File: config.mk
export PLATFORM = sky130hd
export DESIGN_NAME = fsw_status_write_enable
export DESIGN_NICKNAME = d
export VERILOG_FILES = /design/src/rtl/fsw_pkg.sv /design/src/rtl/fsw_status_write_enable.sv /design/src/rtl/fsw_sync.sv
export SDC_FILE = /design/constraint.sdc
export NUM_CORES = 1
export LEC_CHECK = 0
export BUFFER_PORTS_ARGS = -buffer_cell sky130_fd_sc_hd__buf_2
export CAP_MARGIN = 20
export CORE_MARGIN = 2
export CORE_UTILIZATION = 59
export DETAILED_ROUTE_END_ITERATION = 8
export PLACE_DENSITY = 0.85
export SLEW_MARGIN = 10
export SYNTH_ARGS = -nofsm -noshare
export SYNTH_HDL_FRONTEND = slang
export SYNTH_SLANG_ARGS = --single-unit
export TNS_END_PERCENT = 100
File: constraint.sdc
create_clock -name CLK_SYS -period 2.7 [get_ports CLK_SYS]
set_clock_uncertainty 0.2 [all_clocks]
set_input_delay 0.54 -clock CLK_SYS [delete_from_list [all_inputs] [get_ports CLK_SYS]]
set_output_delay 0.54 -clock CLK_SYS [all_outputs]
set_load 0.02 [all_outputs]
File: src/rtl/fsw_pkg.sv
// package: status word layout, opcode table and helper decode functions
package fsw_pkg;

   // ----------------------------------------------------------------
   // status word layout
   // ----------------------------------------------------------------
   typedef struct packed {
      logic       status_lock_bit;
      logic       quad_lines_enable;
      logic [3:0] block_protect;
      logic       write_enable_latch;
      logic       busy_flag;
   } fsw_status_s;

   localparam int          BUSY_FLAG_POS    = 0;
   localparam int          WEL_POS          = 1;
   localparam int          BLOCK_PROT_LSB   = 2;
   localparam int          BLOCK_PROT_MSB   = 5;
   localparam int          QUAD_ENABLE_POS  = 6;
   localparam int          STATUS_LOCK_POS  = 7;
   localparam logic [7:0]  STATUS_RESET     = 8'h00;
   localparam logic [3:0]  BLOCK_PROT_NONE  = 4'h0;
   localparam int          SYNC_STAGES      = 2;

   // ----------------------------------------------------------------
   // opcodes that need the write enable latch, then the suspend opcode that does not
   // ----------------------------------------------------------------
   localparam logic [7:0] PAGE_PROGRAM_CMD               = 8'h02;
   localparam logic [7:0] PAGE_PROGRAM_LONG_ADDR_CMD     = 8'h12;
   localparam logic [7:0] QUAD_PAGE_PROGRAM_CMD_A        = 8'h32;
   localparam logic [7:0] QUAD_PAGE_PROGRAM_CMD_B        = 8'h38;
   localparam logic [7:0] QUAD_PAGE_PROGRAM_LONG_A       = 8'h34;
   localparam logic [7:0] QUAD_PAGE_PROGRAM_LONG_B       = 8'h3e;
   localparam logic [7:0] SMALL_ERASE_CMD_A              = 8'hd7;
   localparam logic [7:0] SMALL_ERASE_CMD_B              = 8'h20;
   localparam logic [7:0] SMALL_ERASE_LONG_ADDR_CMD      = 8'h21;
   localparam logic [7:0] HALF_BLOCK_ERASE_CMD           = 8'h52;
   localparam logic [7:0] HALF_BLOCK_ERASE_LONG_ADDR_CMD = 8'h5c;
   localparam logic [7:0] FULL_BLOCK_ERASE_CMD           = 8'hd8;
   localparam logic [7:0] FULL_BLOCK_ERASE_LONG_ADDR_CMD = 8'hdc;
   localparam logic [7:0] WHOLE_ARRAY_ERASE_CMD_A        = 8'hc7;
   localparam logic [7:0] WHOLE_ARRAY_ERASE_CMD_B        = 8'h60;
   localparam logic [7:0] STATUS_WRITE_CMD               = 8'h01;
   localparam logic [7:0] FUNCTION_WORD_WRITE_CMD        = 8'h42;
   localparam logic [7:0] NV_READ_PARAMS_CMD             = 8'h65;
   localparam logic [7:0] NV_EXTENDED_READ_PARAMS_CMD    = 8'h85;
   localparam logic [7:0] INFO_ROW_ERASE_CMD             = 8'h64;
   localparam logic [7:0] INFO_ROW_PROGRAM_CMD           = 8'h62;
   localparam logic [7:0] AUTOBOOT_WRITE_CMD             = 8'h15;
   localparam logic [7:0] NV_BANK_ADDRESS_WRITE_CMD      = 8'h18;
   localparam logic [7:0] PERSISTENT_LOCK_WRITE_CMD      = 8'hfd;
   localparam logic [7:0] PERSISTENT_LOCK_WRITE_LONG_CMD = 8'he3;
   localparam logic [7:0] PERSISTENT_LOCK_ERASE_CMD      = 8'he4;
   localparam logic [7:0] PROTECTION_MODE_PROGRAM_CMD    = 8'h2f;
   localparam logic [7:0] LOCK_BIT_WRITE_CMD             = 8'ha6;
   localparam logic [7:0] FREEZE_SET_CMD                 = 8'h91;
   localparam logic [7:0] PASSWORD_PROGRAM_CMD           = 8'he8;
   // suspend accepted during a running program or erase
   localparam logic [7:0] OP_SUSPEND_CMD                 = 8'h75;

   // ----------------------------------------------------------------
   // decode helpers
   // ----------------------------------------------------------------
   function automatic logic fsw_needs_wel(input logic [7:0] op);
      case (op)
         PAGE_PROGRAM_CMD, PAGE_PROGRAM_LONG_ADDR_CMD, QUAD_PAGE_PROGRAM_CMD_A,
         QUAD_PAGE_PROGRAM_CMD_B, QUAD_PAGE_PROGRAM_LONG_A, QUAD_PAGE_PROGRAM_LONG_B,
         SMALL_ERASE_CMD_A, SMALL_ERASE_CMD_B, SMALL_ERASE_LONG_ADDR_CMD,
         HALF_BLOCK_ERASE_CMD, HALF_BLOCK_ERASE_LONG_ADDR_CMD, FULL_BLOCK_ERASE_CMD,
         FULL_BLOCK_ERASE_LONG_ADDR_CMD, WHOLE_ARRAY_ERASE_CMD_A,
         WHOLE_ARRAY_ERASE_CMD_B, STATUS_WRITE_CMD, FUNCTION_WORD_WRITE_CMD,
         NV_READ_PARAMS_CMD, NV_EXTENDED_READ_PARAMS_CMD, INFO_ROW_ERASE_CMD,
         INFO_ROW_PROGRAM_CMD, AUTOBOOT_WRITE_CMD, NV_BANK_ADDRESS_WRITE_CMD,
         PERSISTENT_LOCK_WRITE_CMD, PERSISTENT_LOCK_WRITE_LONG_CMD,
         PERSISTENT_LOCK_ERASE_CMD, PROTECTION_MODE_PROGRAM_CMD, LOCK_BIT_WRITE_CMD,
         FREEZE_SET_CMD, PASSWORD_PROGRAM_CMD:
            fsw_needs_wel = 1'b1;
         default:
            fsw_needs_wel = 1'b0;
      endcase
   endfunction

   function automatic logic fsw_is_chip_erase(input logic [7:0] op);
      fsw_is_chip_erase = (op == WHOLE_ARRAY_ERASE_CMD_A) || (op == WHOLE_ARRAY_ERASE_CMD_B);
   endfunction

endpackage

File: src/rtl/fsw_status_write_enable.sv
// status word, write enable latch and instruction gating for a serial flash
`timescale 1ns/1ps
module fsw_status_write_enable
   import fsw_pkg::*;
#(
   parameter logic [7:0] STATUS_READ_OP = 8'h05,
   parameter logic [7:0] EXT_READ_OP    = 8'h81,
   parameter logic [7:0] SET_WEL_OP     = 8'h06,
   parameter logic [7:0] CLEAR_WEL_OP   = 8'h04,
   parameter logic [7:0] SOFT_RESET_OP  = 8'h99
)
(
   input  wire logic       CLK_SYS,
   input  wire logic       RST,
   input  wire logic       CS_N,
   input  wire logic       SCK,
   input  wire logic       SI,
   input  wire logic       WP_N,
   input  wire logic       OP_DONE,
   output logic            SO,
   output logic            SO_OE,
   output logic            OP_START,
   output logic [7:0]      OP_CODE,
   output logic            OP_SUSPEND,
   output logic            OP_ABORT,
   output logic            QUAD_LINES_ON,
   output logic [7:0]      STATUS
);

   // ----------------------------------------------------------------
   // types and elaboration checks
   // ----------------------------------------------------------------
   typedef enum logic [1:0] {
      ST_IDLE = 2'b00,
      ST_OPC  = 2'b01,
      ST_ARG  = 2'b11,
      ST_IGN  = 2'b10
   } fsw_state_e;

   initial
   begin
      if (STATUS_READ_OP == SET_WEL_OP || SET_WEL_OP == CLEAR_WEL_OP ||
          fsw_needs_wel(SET_WEL_OP) || fsw_needs_wel(STATUS_READ_OP))
      begin
         $error("fsw_status_write_enable: opcode parameters collide");
      end
   end

   // ----------------------------------------------------------------
   // pin synchronisers and edge detection
   // ----------------------------------------------------------------
   logic [3:0] pins_s;
   logic       cs_n_s;
   logic       sck_s;
   logic       si_s;
   logic       wp_n_s;

   fsw_sync #(
      .WIDTH     (4),
      .RESET_VAL (4'h9)
   ) u_sync (
      .clk      (CLK_SYS),
      .rst      (RST),
      .async_in ({CS_N, SCK, SI, WP_N}),
      .sync_out (pins_s)
   );

   assign cs_n_s = pins_s[3];
   assign sck_s  = pins_s[2];
   assign si_s   = pins_s[1];
   assign wp_n_s = pins_s[0];

   logic sck_prev_q;
   logic cs_prev_q;
   logic sck_rise;
   logic sck_fall;
   logic cs_rise;

   assign sck_rise = !cs_n_s && sck_s && !sck_prev_q;
   assign sck_fall = !cs_n_s && !sck_s && sck_prev_q;
   assign cs_rise  = cs_n_s && !cs_prev_q;

   // ----------------------------------------------------------------
   // state
   // ----------------------------------------------------------------
   fsw_state_e  state_q,    state_d;
   logic [2:0]  bitcnt_q,   bitcnt_d;
   logic [7:0]  shift_q,    shift_d;
   logic [7:0]  opc_q,      opc_d;
   logic [7:0]  data_q,     data_d;
   logic [1:0]  nbytes_q,   nbytes_d;
   logic [7:0]  out_q,      out_d;
   fsw_status_s stat_q,     stat_d;
   logic        so_q,       so_d;
   logic        so_oe_q,    so_oe_d;
   logic        start_q,    start_d;
   logic [7:0]  code_q,     code_d;
   logic        susp_q,     susp_d;
   logic        abort_q,    abort_d;

   logic [7:0]  byte_in;
   logic        allowed_busy;
   logic        status_locked;
   logic        wel_ok;

   // ----------------------------------------------------------------
   // next-state logic
   // ----------------------------------------------------------------
   always_comb
   begin
      state_d  = state_q;
      bitcnt_d = bitcnt_q;
      shift_d  = shift_q;
      opc_d    = opc_q;
      data_d   = data_q;
      nbytes_d = nbytes_q;
      out_d    = out_q;
      stat_d   = stat_q;
      so_d     = so_q;
      start_d  = 1'b0;
      code_d   = code_q;
      susp_d   = 1'b0;
      abort_d  = 1'b0;
      byte_in  = {shift_q[6:0], si_s};

      // reads, reset and suspend pass while busy
      allowed_busy = (byte_in == STATUS_READ_OP) || (byte_in == EXT_READ_OP) ||
                     (byte_in == SOFT_RESET_OP)  || (byte_in == OP_SUSPEND_CMD);
      // protect pin only acts while it is not a data line
      status_locked = stat_q.status_lock_bit && !wp_n_s &&
                      !stat_q.quad_lines_enable;
      wel_ok = stat_q.write_enable_latch;

      // operation end clears busy and the latch
      if (OP_DONE && stat_q.busy_flag)
      begin
         stat_d.busy_flag          = 1'b0;
         stat_d.write_enable_latch = 1'b0;
      end

      if (cs_n_s)
      begin
         state_d  = ST_IDLE;
         bitcnt_d = 3'h0;
         nbytes_d = 2'h0;
      end
      else if (state_q == ST_IDLE)
      begin
         state_d  = ST_OPC;
         bitcnt_d = 3'h0;
      end

      if (sck_rise && (state_q == ST_OPC || state_q == ST_ARG))
      begin
         shift_d  = byte_in;
         bitcnt_d = bitcnt_q + 3'h1;
         if (bitcnt_q == 3'h7)
         begin
            out_d = stat_d;
            if (state_q == ST_OPC)
            begin
               opc_d = byte_in;
               state_d = (stat_q.busy_flag && !allowed_busy) ? ST_IGN : ST_ARG;
            end
            else
            begin
               if (nbytes_q == 2'h0)
               begin
                  data_d = byte_in;
               end
               if (nbytes_q != 2'h3)
               begin
                  nbytes_d = nbytes_q + 2'h1;
               end
            end
         end
      end

      if (sck_fall && state_q == ST_ARG && opc_q == STATUS_READ_OP)
      begin
         so_d = out_q[3'h7 - bitcnt_q];
      end

      // instructions take effect at deselect on a byte boundary
      if (cs_rise && state_q == ST_ARG && bitcnt_q == 3'h0)
      begin
         if (opc_q == SOFT_RESET_OP)
         begin
            stat_d.busy_flag          = 1'b0;
            stat_d.write_enable_latch = 1'b0;
            abort_d                   = 1'b1;
         end
         else if (opc_q == OP_SUSPEND_CMD)
         begin
            susp_d = stat_q.busy_flag;
         end
         else if (opc_q == STATUS_READ_OP || opc_q == EXT_READ_OP)
         begin
            stat_d = stat_d;
         end
         else if (opc_q == SET_WEL_OP)
         begin
            stat_d.write_enable_latch = 1'b1;
         end
         else if (opc_q == CLEAR_WEL_OP)
         begin
            stat_d.write_enable_latch = 1'b0;
         end
         else if (fsw_needs_wel(opc_q))
         begin
            // a rejected instruction leaves every stored bit alone
            if (!wel_ok)
            begin
               stat_d = stat_d;
            end
            else if (opc_q == STATUS_WRITE_CMD)
            begin
               if (nbytes_q != 2'h0 && !status_locked)
               begin
                  stat_d.block_protect     = data_q[BLOCK_PROT_MSB:BLOCK_PROT_LSB];
                  stat_d.quad_lines_enable = data_q[QUAD_ENABLE_POS];
                  stat_d.status_lock_bit   = data_q[STATUS_LOCK_POS];
                  stat_d.busy_flag         = 1'b1;
                  start_d                  = 1'b1;
                  code_d                   = opc_q;
               end
            end
            else if (fsw_is_chip_erase(opc_q) && stat_q.block_protect != BLOCK_PROT_NONE)
            begin
               stat_d = stat_d;
            end
            else
            begin
               stat_d.busy_flag = 1'b1;
               start_d          = 1'b1;
               code_d           = opc_q;
            end
         end
         else
         begin
            // volatile and other commands pass on without busy
            start_d = 1'b1;
            code_d  = opc_q;
         end
      end

      so_oe_d = !cs_n_s && (state_d == ST_ARG) && (opc_d == STATUS_READ_OP);
   end

   // ----------------------------------------------------------------
   // registers
   // ----------------------------------------------------------------
   always_ff @(posedge CLK_SYS or posedge RST)
   begin
      if (RST)
      begin
         sck_prev_q <= 1'b0;
         cs_prev_q  <= 1'b1;
         state_q    <= ST_IDLE;
         bitcnt_q   <= 3'h0;
         shift_q    <= 8'h00;
         opc_q      <= 8'h00;
         data_q     <= 8'h00;
         nbytes_q   <= 2'h0;
         out_q      <= STATUS_RESET;
         stat_q     <= STATUS_RESET;
         so_q       <= 1'b0;
         so_oe_q    <= 1'b0;
         start_q    <= 1'b0;
         code_q     <= 8'h00;
         susp_q     <= 1'b0;
         abort_q    <= 1'b0;
      end
      else
      begin
         sck_prev_q <= sck_s;
         cs_prev_q  <= cs_n_s;
         state_q    <= state_d;
         bitcnt_q   <= bitcnt_d;
         shift_q    <= shift_d;
         opc_q      <= opc_d;
         data_q     <= data_d;
         nbytes_q   <= nbytes_d;
         out_q      <= out_d;
         stat_q     <= stat_d;
         so_q       <= so_d;
         so_oe_q    <= so_oe_d;
         start_q    <= start_d;
         code_q     <= code_d;
         susp_q     <= susp_d;
         abort_q    <= abort_d;
      end
   end

   // ----------------------------------------------------------------
   // outputs
   // ----------------------------------------------------------------
   assign SO            = so_q;
   assign SO_OE         = so_oe_q;
   assign OP_START      = start_q;
   assign OP_CODE       = code_q;
   assign OP_SUSPEND    = susp_q;
   assign OP_ABORT      = abort_q;
   assign QUAD_LINES_ON = stat_q.quad_lines_enable;
   assign STATUS        = stat_q;

endmodule // fsw_status_write_enable

File: src/rtl/fsw_sync.sv
// two-stage synchroniser for asynchronous pin inputs
`timescale 1ns/1ps
module fsw_sync
   import fsw_pkg::*;
#(
   parameter int          WIDTH     = 4,
   parameter logic [3:0]  RESET_VAL = 4'h0
)
(
   input  wire logic             clk,
   input  wire logic             rst,
   input  wire logic [WIDTH-1:0] async_in,
   output logic      [WIDTH-1:0] sync_out
);

   logic [WIDTH-1:0] meta_q;
   logic [WIDTH-1:0] stage_q;

   initial
   begin
      if (WIDTH < 1 || WIDTH > 4 || SYNC_STAGES != 2)
      begin
         $error("fsw_sync: unsupported width");
      end
   end

   always_ff @(posedge clk or posedge rst)
   begin
      if (rst)
      begin
         meta_q  <= RESET_VAL[WIDTH-1:0];
         stage_q <= RESET_VAL[WIDTH-1:0];
      end
      else
      begin
         meta_q  <= async_in;
         stage_q <= meta_q;
      end
   end

   assign sync_out = stage_q;

endmodule // fsw_sync

Word level (Yosys, flattened, before mapping):

Index checks and enable logic that the tools add are counted.

* add/subtract/negate cells: 3
* $mul: 0
* div/mod/pow operators: 0
* $lt $le $gt $ge: 1
* eq/ne operators: 49
* shift-type cells: 0
* mux-type cells: 63
* bitwise operators: 6
* reductions and logical operators: 43

Operators by type and width (number)
* 8-bit equality test (second input constant): 15
* 8-bit 2-to-1 mux: 10
* 8-bit by 7-bit equality test with 1-bit output (second input constant): 9
* 8-bit by 6-bit equality test with 1-bit output (second input constant): 7
* 8-bit by 3-bit equality test with 1-bit output (second input constant): 5
* 1-bit 2-to-1 mux: 32
* 2-bit 2-to-1 mux: 15
* 30-bit OR reduction: 1
* 8-bit by 5-bit equality test with 1-bit output (second input constant): 3
* 1-bit logical AND: 18
* 6-bit 2-to-1 mux: 2
* 10-bit AND reduction: 1
* 3-bit 2-to-1 mux: 3
* 9-bit AND reduction: 1
* 8-bit by 1-bit equality test with 1-bit output (second input constant): 1
* 8-bit by 2-bit equality test with 1-bit output (second input constant): 1
* 1-bit logical NOT: 8
* 1-bit logical OR: 6
* 1-bit inverter: 6
* 2-bit equality test (second input constant): 2
* 2-bit logical NOT: 2
* 3-bit by 4-bit < comparator with 1-bit output (second input constant): 1
* 2-bit != test (second input constant): 2
* 4-bit AND reduction: 1
* 13 further kinds: 13

* register bits after elaboration: 69
* latch bits: 0
* bits in writable memories: 0
* bits in read-only memories: 0
* output and inout port bits: 22
* word-level logic and storage cells: 187
* memories kept: 0

Longest topological paths before layout:

Gate-level depths: netlist of the first run.

* word-level depth: 16
* gate-level depth with buffers: 10
* gate-level depth less buffers: 8

Hierarchy:

From an unflattened synthesis of the first run, not the netlist that was laid out.

* cell total of the unflattened synthesis: 327
* area, all modules: 3464.6 um^2

By module, submodules not included
* fsw_status_write_enable: times used 1, cells each 318, area an instance 3255.6 um^2, seq. area each 1477.7 um^2
* fsw_sync: times used 1, cells each 9, area an instance 209.0 um^2, seq. area each 205.2 um^2

Worst setup path before layout of the first run:

OpenSTA, ideal clock, no wires.

* path kind: register to register
* start: register opc_q[2]
* end: register code_q[7] (netlist: OP_CODE[7])
* setup time: 0.125 ns
* data arrival time: 2.052 ns
* data required time: 2.375 ns
* path slack: 0.323 ns
* cell stages (with the launch flop): 10
* path buffers: 1
* path through: dfrtp_1 > buf_6 > or3b_1 > a2111oi_1 > a311oi_1 > o2111ai_2 > nor3_2 > o21ai_4 > inv_2 > mux2_4

* longest elaborated chain between the ends: 11
* elaborated cells between the ends (all ways): 59

RTL lines
* from (decl): RTL line fsw_status_write_enable.sv:89 `logic [7:0] opc_q, opc_d;`
* from (signal assigned): RTL line fsw_status_write_enable.sv:281 `opc_q <= opc_d;`
* 8-bit by 1-bit equality test with 1-bit output, or another cell as far along: RTL line fsw_pkg.sv:65, fsw_status_write_enable.sv:216
* 30-bit OR reduction: RTL line fsw_pkg.sv:65 `case (op)`
* 1-bit 2-to-1 mux: RTL line fsw_pkg.sv:65
* 1-bit 2-to-1 mux: RTL line fsw_status_write_enable.sv:205 `else if (opc_q == CLEAR_WEL_OP)`
* 1-bit 2-to-1 mux: RTL line fsw_status_write_enable.sv:201 `else if (opc_q == SET_WEL_OP)`
* 1-bit 2-to-1 mux: RTL line fsw_status_write_enable.sv:197 `else if (opc_q == STATUS_READ_OP || opc_q == EXT_READ_OP)`
* 1-bit 2-to-1 mux: RTL line fsw_status_write_enable.sv:193 `else if (opc_q == OP_SUSPEND_CMD)`
* 1-bit 2-to-1 mux: RTL line fsw_status_write_enable.sv:187 `if (opc_q == SOFT_RESET_OP)`
* 1-bit 2-to-1 mux: RTL line fsw_status_write_enable.sv:185 `if (cs_rise && state_q == ST_ARG && bitcnt_q == 3'h0)`
* 3-bit by 2-bit != test with 1-bit output (no line), or another cell as far along
* 9-bit AND reduction (no line)
* to (signal assigned): RTL line fsw_status_write_enable.sv:289 `code_q <= code_d;`
* to (decl): RTL line fsw_status_write_enable.sv:97 `logic [7:0] code_q, code_d;`

Parallel ways exist; a longest one is shown, timed or not. The select of a mux whose other input is x is not followed.
A chain may end at the register's enable or synchronous reset.

Worst setup path after layout of the first run:

* start: register opc_q[7]
* end: register code_q[7] (netlist: OP_CODE[7])

The elaborated chain is that of the path after synthesis.

==> results of run 1 <==
==> worst paths after layout <==
check,from,endpoint,cells after the start
setup / recovery,opc_q[7]$_DFF_PP0_,OP_CODE[7]$_DFFE_PP0P_,8
hold / removal,RST,OP_CODE[0]$_DFFE_PP0P_,2
setup reg to reg,opc_q[7]$_DFF_PP0_,OP_CODE[7]$_DFFE_PP0P_,8
hold reg to reg,u_sync.meta_q[1]$_DFF_PP0_,u_sync.sync_out[1]$_DFF_PP0_,0
max in group asynchronous,RST,u_sync.sync_out[0]$_DFF_PP1_,3
min in group CLK_SYS,WP_N,u_sync.meta_q[0]$_DFF_PP1_,1
==> flip-flops by register name, summed over array words and instances (netlist names) <==
signal,flops
shift_q,7
state_q,2
wel_ok,1
nbytes_q,2
OP_CODE,8
out_q,8
OP_START,1
OP_ABORT,1
STATUS,6
cs_prev_q,1
SO,1
bitcnt_q,3
u_sync.sync_out,4
opc_q,8
sck_prev_q,1
QUAD_LINES_ON,1
u_sync.meta_q,4
data_q,6
SO_OE,1
OP_SUSPEND,1
==> repair_timing <==
item	in CTS	in global routing
hold buffers	0	0
gates resized for setup	0	4
setup endpoints to repair	0	1
==> metrics by stage <==
step	power [uW]	cell area (um^2)	utilization, %
floorplan	1170	3260	-
global placement	1200	3550	65.6
detailed placement	1200	3550	65.6
CTS	2140	3780	69.9
global route	2200	3780	70.0
finish	2120	3780	70.0
==> metal layers <==
metal | share of wire [%] | vias up
met3 | 5.2 | 14
li1 | - | 1131
met2 | 49 | 81
met5 | 0 | -
met4 | 1.9 | 0
met1 | 44 | 1185
==> cells in the final DEF, fill, tap and decap left out, types with 2 or more instances in the layout <==
cell type	Yosys	final
sky130_fd_sc_hd__xnor2_1	2	2
sky130_fd_sc_hd__or4_1	3	3
sky130_fd_sc_hd__clkbuf_8	0	11
sky130_fd_sc_hd__inv_2	1	2
sky130_fd_sc_hd__a21oi_1	4	4
sky130_fd_sc_hd__nor2b_1	9	9
sky130_fd_sc_hd__o21ai_0	14	14
sky130_fd_sc_hd__a32o_1	2	2
sky130_fd_sc_hd__a22o_1	2	2
sky130_fd_sc_hd__nand4_1	4	4
sky130_fd_sc_hd__and4_1	3	3
sky130_fd_sc_hd__inv_1	14	13
sky130_fd_sc_hd__and3_1	3	3
sky130_fd_sc_hd__nand4b_1	4	4
sky130_fd_sc_hd__nor4_1	10	10
sky130_fd_sc_hd__buf_4	2	16
sky130_fd_sc_hd__ha_1	5	5
sky130_fd_sc_hd__nor3_1	2	2
sky130_fd_sc_hd__mux4_2	2	2
sky130_fd_sc_hd__bufinv_16	0	2
sky130_fd_sc_hd__nor4b_1	3	3
sky130_fd_sc_hd__nor2_1	16	16
sky130_fd_sc_hd__nor3_2	2	2
sky130_fd_sc_hd__nand2b_1	6	6
sky130_fd_sc_hd__buf_2	6	28
sky130_fd_sc_hd__a32oi_1	2	2
sky130_fd_sc_hd__dfstp_2	5	5
sky130_fd_sc_hd__mux2_2	36	36
sky130_fd_sc_hd__a31oi_1	4	4
sky130_fd_sc_hd__and2_1	2	2
sky130_fd_sc_hd__nand2_1	17	17
sky130_fd_sc_hd__dfrtp_2	0	4
sky130_fd_sc_hd__nand3_1	7	7
sky130_fd_sc_hd__dfrtp_1	62	58
sky130_fd_sc_hd__nor3b_1	5	5
sky130_fd_sc_hd__nand3b_1	3	3
==> cell type report <==
type / count / share of cell area (%)
Tap cell: 72 / 2.38
Multi-Input combinational cell: 188 / 38.0
Sequential cell: 67 / 44.6
Clock buffer: 12 / 4.10
Inverter: 15 / 1.49
Timing Repair Buffer: 45 / 7.41
Clock inverter: 4 / 1.95
==> logic make-up (layout without fill, tap and decap cells) <==
kind of cell             Yosys count  count (layout)  synth area share, %
AND/OR/NAND/NOR                  102             102                 18.4
flip-flops                        67              67                 51.6
multiplexers                      40              40                 14.6
AO/OA/AOI/OAI                     39              39                 8.64
buffers and inverters             31              76                 4.26
adder cells (fa/ha/maj)            5               5                 1.92
XOR/XNOR                           2               2                0.538
==> power breakdown <==
part	total [uW]	switching, uW	leakage, uW	internal, uW
Combinational	97.6	50.4	0.000794	47.3
Sequential	1080	45.4	0.000882	1040
Clock	938	367	0.000117	571
Total	2120	463	0.00179	1660
==> results.md, run 1 <==
Worst setup path:
- The nature of the critical path startpoint is a register.
- The sort of element at the end of the critical path is a register.
- The worst path arrival time is 2.61 ns.
- The largest single stage delay on the critical path is 0.58 ns.
- The cell at the slowest stage of the critical path is sky130_fd_sc_hd__or4_1.
- In this run the worst path has a maximum fanout of 7.
- Counting both buffers and inverters, the worst setup path holds a total of 1.
- The setup path with the least slack is of type register to register.
- The data required time of the worst path is 2.72 ns.
- The critical path goes through or4_1, nor4_1, a311oi_1, o2111ai_2, nor3_2, o21ai_4, inv_2, mux2_4.
- The worst-case register-to-register setup slack is 0.11 ns.
- The kind of cell adding the most delay to the critical path is simple AND/OR/NAND/NOR gates.

Timing:
- Setup slack closes at 0.114 ns.
- After layout, the minimum clock period comes to 2.59 ns.
- The hold slack is 0.0817 ns.
- Timing would allow up to 387 MHz.
- Headroom to the max-slew limit came out at 56.1%.
- The aggregate negative setup slack is 0 ns.
- The final count of hold timing violations is 0.
- The final critical path takes up 95.8% of the cycle.
- The total setup violations reported at the end of the flow is 0.
- The slew at the pin closest to its max-slew limit is 0.658 ns.
- The max-slew violation count was 0.
- Setup repair after global routing left no endpoint under its margin.

Logic synthesis:
- The share of the yosys chip area belonging to registers is 51.6%.
- The most repeated cell in the gate-level netlist after synthesis is sky130_fd_sc_hd__dfrtp_1.
- By area the synthesized netlist is led by sky130_fd_sc_hd__dfrtp_1 (48%), sky130_fd_sc_hd__mux2_2 (12%), sky130_fd_sc_hd__dfstp_2 (4.0%), sky130_fd_sc_hd__o21ai_0 (2.1%), sky130_fd_sc_hd__nand2_1 (2.0%).
- After synthesis, the most frequently instantiated cells are sky130_fd_sc_hd__dfrtp_1 (62), sky130_fd_sc_hd__mux2_2 (36), sky130_fd_sc_hd__nand2_1 (17), sky130_fd_sc_hd__nor2_1 (16).
- Synthesis inferred 67 register bits.
- The total nets after synthesis is 298.
- Counting distinct cell types in the post-synthesis netlist gives 51.
- A synthesized cell averages 11.4 um^2.
- Yosys printed 0 warnings.
- Summed over its instances, the top area cell type makes up 47.6% of the synthesized netlist area.
- Counting flops with an async set or reset pin after synthesis yields a share of 100%.
- The number of enable-type register cells in the synthesized netlist is 0.
- The synthesized design spends more area on one cell type than any other, namely sky130_fd_sc_hd__dfrtp_1.
- The mapped netlist covers 3260 um^2.
- In the synthesized netlist the dominant register cell turns out to be sky130_fd_sc_hd__dfrtp_1.
- The gate count of the mapped netlist is 286.

Place:
- The detailed-placement wirelength estimate is 5000 um.
- At the end of routability-driven placement, the weighted congestion stood at 0.975.
- Before CTS, the worst setup slack after placement is 0.140 ns.
- Buffers placed on the I/O ports in this run total 28.
- The number of placed instances, taps included, is 387.

Floorplanning:
- For this configuration, the core starts out at a cell density of 60.3%.
- The core region is 5410 um^2.
- The overall die area is 6130 um^2.
- The vertical die dimension is 78.3 um.
- The horizontal extent of the die is 78.3 um.
- Pin placement for this block handled 29 I/O pins.
- The initialized floorplan defines 27 standard-cell rows.

Min path:
- The min-delay analysis places its worst path in the category primary input to asynchronous set/reset pin.

Cells and area:
- The sequential cells in the finished layout cover a total of 1690 um^2.
- The area growth from synthesis to layout is 16.0%.
- The filler cell count in the final layout is 378.
- The filler-free cell count of the finished design is 403.
- 0 antenna diodes ended up in the layout.
- At the end of the flow, the number of nets in the layout was 338.
- The total area of multi-input combinational cells is 1440 um^2.
- The share of layout cells above drive strength 1 is 34.7%.

Clocking:
- The maximum root-to-sink buffer count is 2.
- The CTS tree is done.
- The total number of H-tree levels is 3.
- The number of CTS-inserted buffers is 9.
- The number of sinks driven by the clock tree is 67.
- The clock reaches the later pin of the worst-skew pair after 0.35 ns.
- After clock tree synthesis, the setup repair step added 0 buffers.
- After clock tree synthesis, the clock-pin slew on the worst setup and hold paths is 0.07 ns.
- The clock root buffer master is sky130_fd_sc_hd__clkbuf_8.

Detailed routing:
- The DRC violation count after routing is 0.
- The routed via count divided by cell count is 5.98.
- For this block, the initial DRC count from the detailed router was 174.
- The remaining antenna violation count is 0.
- The final routed wire length divided by cell count is 17.1 um.
- The count of vias placed by the detailed router is 2411.
- The number of iterations in the first detailed-routing pass is 4.
- Wires add up to 6890 um.

Global route:
- Global routing used 33.1% of the available met1 tracks.
- For this run the aggregate overflow at the end of global routing stands at 0.
- Entering global routing, the biggest net connects 32 pins.
- The initial antenna violation count came to 0.
- The first global-routing pass estimated 11400 um of wire.
- The number of global-route vias before repair was 2325.
- The most utilized layer in the global route result is met2.
- For this run, global-route usage on met3 was measured as 5.86%.
- The met2 track utilization from global routing is 38.1%.
- The all-layer global routing usage is 24.4%.

Job:
- The number of max-cap violations is 0.

Power:
- The peak supply drop is 0.000406 V.
- In this run the static leakage power is 0.00179 uW.
- For this design the ratio of total power to cell area is 561 nW/um^2.

Status:
- The run finished with clean final reports.
Note: power is estimated with default switching activity, not from simulation.
==> run 2: changes to the inputs <==
Settings changed: CELL_PAD_IN_SITES_DETAIL_PLACEMENT set to 1, CELL_PAD_IN_SITES_GLOBAL_PLACEMENT set to 1, CORE_UTILIZATION 59 to 47, PLACE_DENSITY 0.85 to 0.84.
==> run 2 against run 1 <==
- combinational power rose by 6%
- wire length is 18% higher
- flip-flop and latch count did not move
- highest routed layer unchanged
- cell area is 0.70% lower
- cell count increased by 1.7%
- global-route usage decreased by 1.1 points
- clock power decreased by 13%
- sequential share of layout area up 0.31 points
- hold slack lost 0.084 ns
- the run now ends with hold timing left
==> results.md, run 2 (synthesized netlist as in run 1, its figures left out) <==
Detailed routing:
- The first routing iteration left 135 violations.
- The post-detailed-routing wire length is 8120 um.
- In this run the remaining antenna-violating nets after routing total 0.
- After detailed routing, the average wire length per cell comes to 19.8 um.
- The routed layout has 2465 vias.
- The number of iterations in the first detailed-routing pass is 4.
- The routed via count divided by cell count is 6.01.
- The DRC violation count after routing is 0.

Place:
- At the end of routability-driven placement, the weighted congestion stood at 0.977.
- In this run the tool buffered the top-level ports with 28 buffer cells.
- Including well taps, the total number of placed cells is 394.
- The HPWL after detailed placement is 5820 um.

Cells and area:
- The number of inserted diodes is 0.
- At the end of the flow, the number of nets in the layout was 337.
- The area growth from synthesis to layout is 15.2%.
- The share of layout cells above drive strength 1 is 35.2%.
- The library cell used most frequently in the layout, excluding fill and tap cells, is sky130_fd_sc_hd__dfrtp_1.
- After filler insertion, the fill cell instance count of the layout stands at 747.
- The filler-free cell count of the finished design is 410.
- The top cell types in the final layout, fill and taps aside, are sky130_fd_sc_hd__dfrtp_1 (58), sky130_fd_sc_hd__mux2_2 (36), sky130_fd_sc_hd__buf_2 (28).

Clocking:
- For this design, the CTS-stage hold fixing added 0 buffers.
- The number of sinks driven by the clock tree is 67.
- For the worst-skew pair, the clock arrives at the later sink with an insertion delay of 0.36 ns.
- In this run, CTS created clock tree buffers numbering 9.
- The clock root buffer master is sky130_fd_sc_hd__clkbuf_8.
- In this run the number of H-tree levels came out at 3.
- The CTS tree is done.
- The clock transition time at the flip-flop clock pins of the worst setup and hold paths is 0.08 ns.
- In this run the deepest clock path goes through 2 buffers.

Global route:
- The largest net degree at the start of global routing is 46.
- Global routing finished with a remaining overflow of 0.
- The layer flagged by global routing as most heavily used is met2.
- The initial antenna violation count is 0.
- Global routing consumed, on the met1 layer, 30.3% of the routing resources.
- The number of global-route vias before repair is 2552.
- The wire length of the first global-routing pass is 13300 um.
- The all-layer global routing usage is 23.2%.
- Global routing used 37.4% of the available met2 tracks.
- For this run, global-route usage on met3 was measured as 4.45%.

Floorplanning:
- Measured along the y axis, the die boundary spans 87.3 um.
- The floorplan step set the die width to 87.3 um.
- The die covers 7620 um^2.
- The standard-cell row count is 30.
- The area of the core is 6760 um^2.
- The number of top-level design ports is 29.
- Once the floorplan was initialized, standard cells occupied 48.2% of the core.

Power:
- The analysis attributes to cell leakage a power of 0.00177 uW.
- The switching share of power is 26.2%.
- The worst-case IR drop observed on VDD is 0.000399 V.
- The internal portion of the total power is 1480 uW.
- The total power after layout is 2000 uW.
- Combinational cells account for 5.1% of the total power.
- For this design the ratio of total power to cell area is 534 nW/um^2.
- The clock network power share is 40.6%.
- Of the total power, registers draw 54.3%.
- The reported net switching power is 526 uW.

Worst setup path:
- In this run the worst path has a maximum fanout of 7.
- The worst setup path is of the register to register kind.
- STA puts the critical path data arrival time at 2.63 ns.
- The nature of the critical path startpoint is a register.
- The worst setup path is captured at a register.
- For the worst setup path, the data required time is 2.74 ns.

Timing:
- Of the available clock period, the critical path in the final layout requires 96.0%.
- The final count of hold timing violations is 4.
- The hold slack is -0.00226 ns.
- The slew at the pin closest to its max-slew limit is 0.565 ns.
- The max-slew headroom at the worst pin is 62.2%.
- The max-slew violation count is 0.
- The total setup violations reported at the end of the flow is 0.
- The worst path needs 2.59 ns of the cycle, external delays included.
- For this run, the top clock speed supported by timing is 386 MHz.

Status:
- The final reports fail on hold timing.
- The run finished, with violations left.

Job:
- The number of max-cap violations is 0.

Min path:
- The class of the tightest hold or removal check is primary input to asynchronous set/reset pin.
run 2: changes by cell type in the layout (fill, tap and decap cells not counted), sizes merged:
cell,previous run,this run
buf,45,44
bufinv,2,0
clkbuf,12,11
clkinv,2,1
clkinvlp,0,1
inv,15,18
run 2: critical path: stages (launching register included):
cell and delay [ns]:
sky130_fd_sc_hd__dfrtp_1 0.42, sky130_fd_sc_hd__or4_1 0.61, sky130_fd_sc_hd__nor4_1 0.27, sky130_fd_sc_hd__a311oi_1 0.10, sky130_fd_sc_hd__o2111ai_2 0.13, sky130_fd_sc_hd__nor3_2 0.10
sky130_fd_sc_hd__o21ai_4 0.26, sky130_fd_sc_hd__inv_2 0.09, sky130_fd_sc_hd__mux2_4 0.30
run 2: what timing repair did:
| action | in CTS | in global routing |
|---|---|---|
| endpoints found under the setup margin | 0 | 8 |
| resized for setup | 0 | 5 |
| setup buffers | 0 | 0 |
run 2: worst paths after layout:
path                                            startpoint                      endpoint  slack [ns]  cells past startpoint
worst max-delay path                    opc_q[7]$_DFF_PP0_        OP_CODE[7]$_DFFE_PP0P_        0.11                      8
worst min-delay path                                   RST          out_q[3]$_DFFE_PP0P_      -0.002                      2
worst max register to register          opc_q[7]$_DFF_PP0_        OP_CODE[7]$_DFFE_PP0P_        0.11                      8
worst min register to register  u_sync.meta_q[1]$_DFF_PP0_  u_sync.sync_out[1]$_DFF_PP0_        0.15                      0
max in group asynchronous                              RST           cs_prev_q$_DFF_PP1_        1.64                      3
min in group CLK_SYS                                  WP_N    u_sync.meta_q[0]$_DFF_PP1_        0.07                      1
run 2: metal layers:
| metal | vias up | part of all wire (%) |
|---|---|---|
| met5 | - | 0 |
| li1 | 1128 | - |
| met3 | 19 | 3.3 |
| met2 | 57 | 49 |
| met1 | 1261 | 45 |
| met4 | 0 | 2.4 |
run 2: power by group through the flow:
stage	Clock [uW]	Combinational, uW	Sequential [uW]
floorplan	0	83.9	1080
global placement	0	95.0	1110
detailed placement	0	105	1110
CTS	828	107	1090
global route	868	118	1090
finish	814	103	1090
run 2: layout make-up:
cell class	count	area [um^2]	area share, %
sequential	67	1690	45.0
multi-input combinational	188	1440	38.5
timing repair buffer	44	273	7.26
clock buffer	11	151	4.03
tap	80	100	2.67
inverter	15	56.3	1.50
clock inverter	5	42.5	1.13
run 2: through the flow:
stage	util, %	setup slack, ns	cell area, um^2	setup TNS (ns)
final	55.6	0.107	3750	0
after global routing	55.6	-0.00107	3750	-0.00107
after CTS	55.4	0.0539	3740	0
after detailed placement	52.5	0.0580	3550	0
after global placement	52.5	0.121	3550	0
after floorplan	-	0.285	3260	0
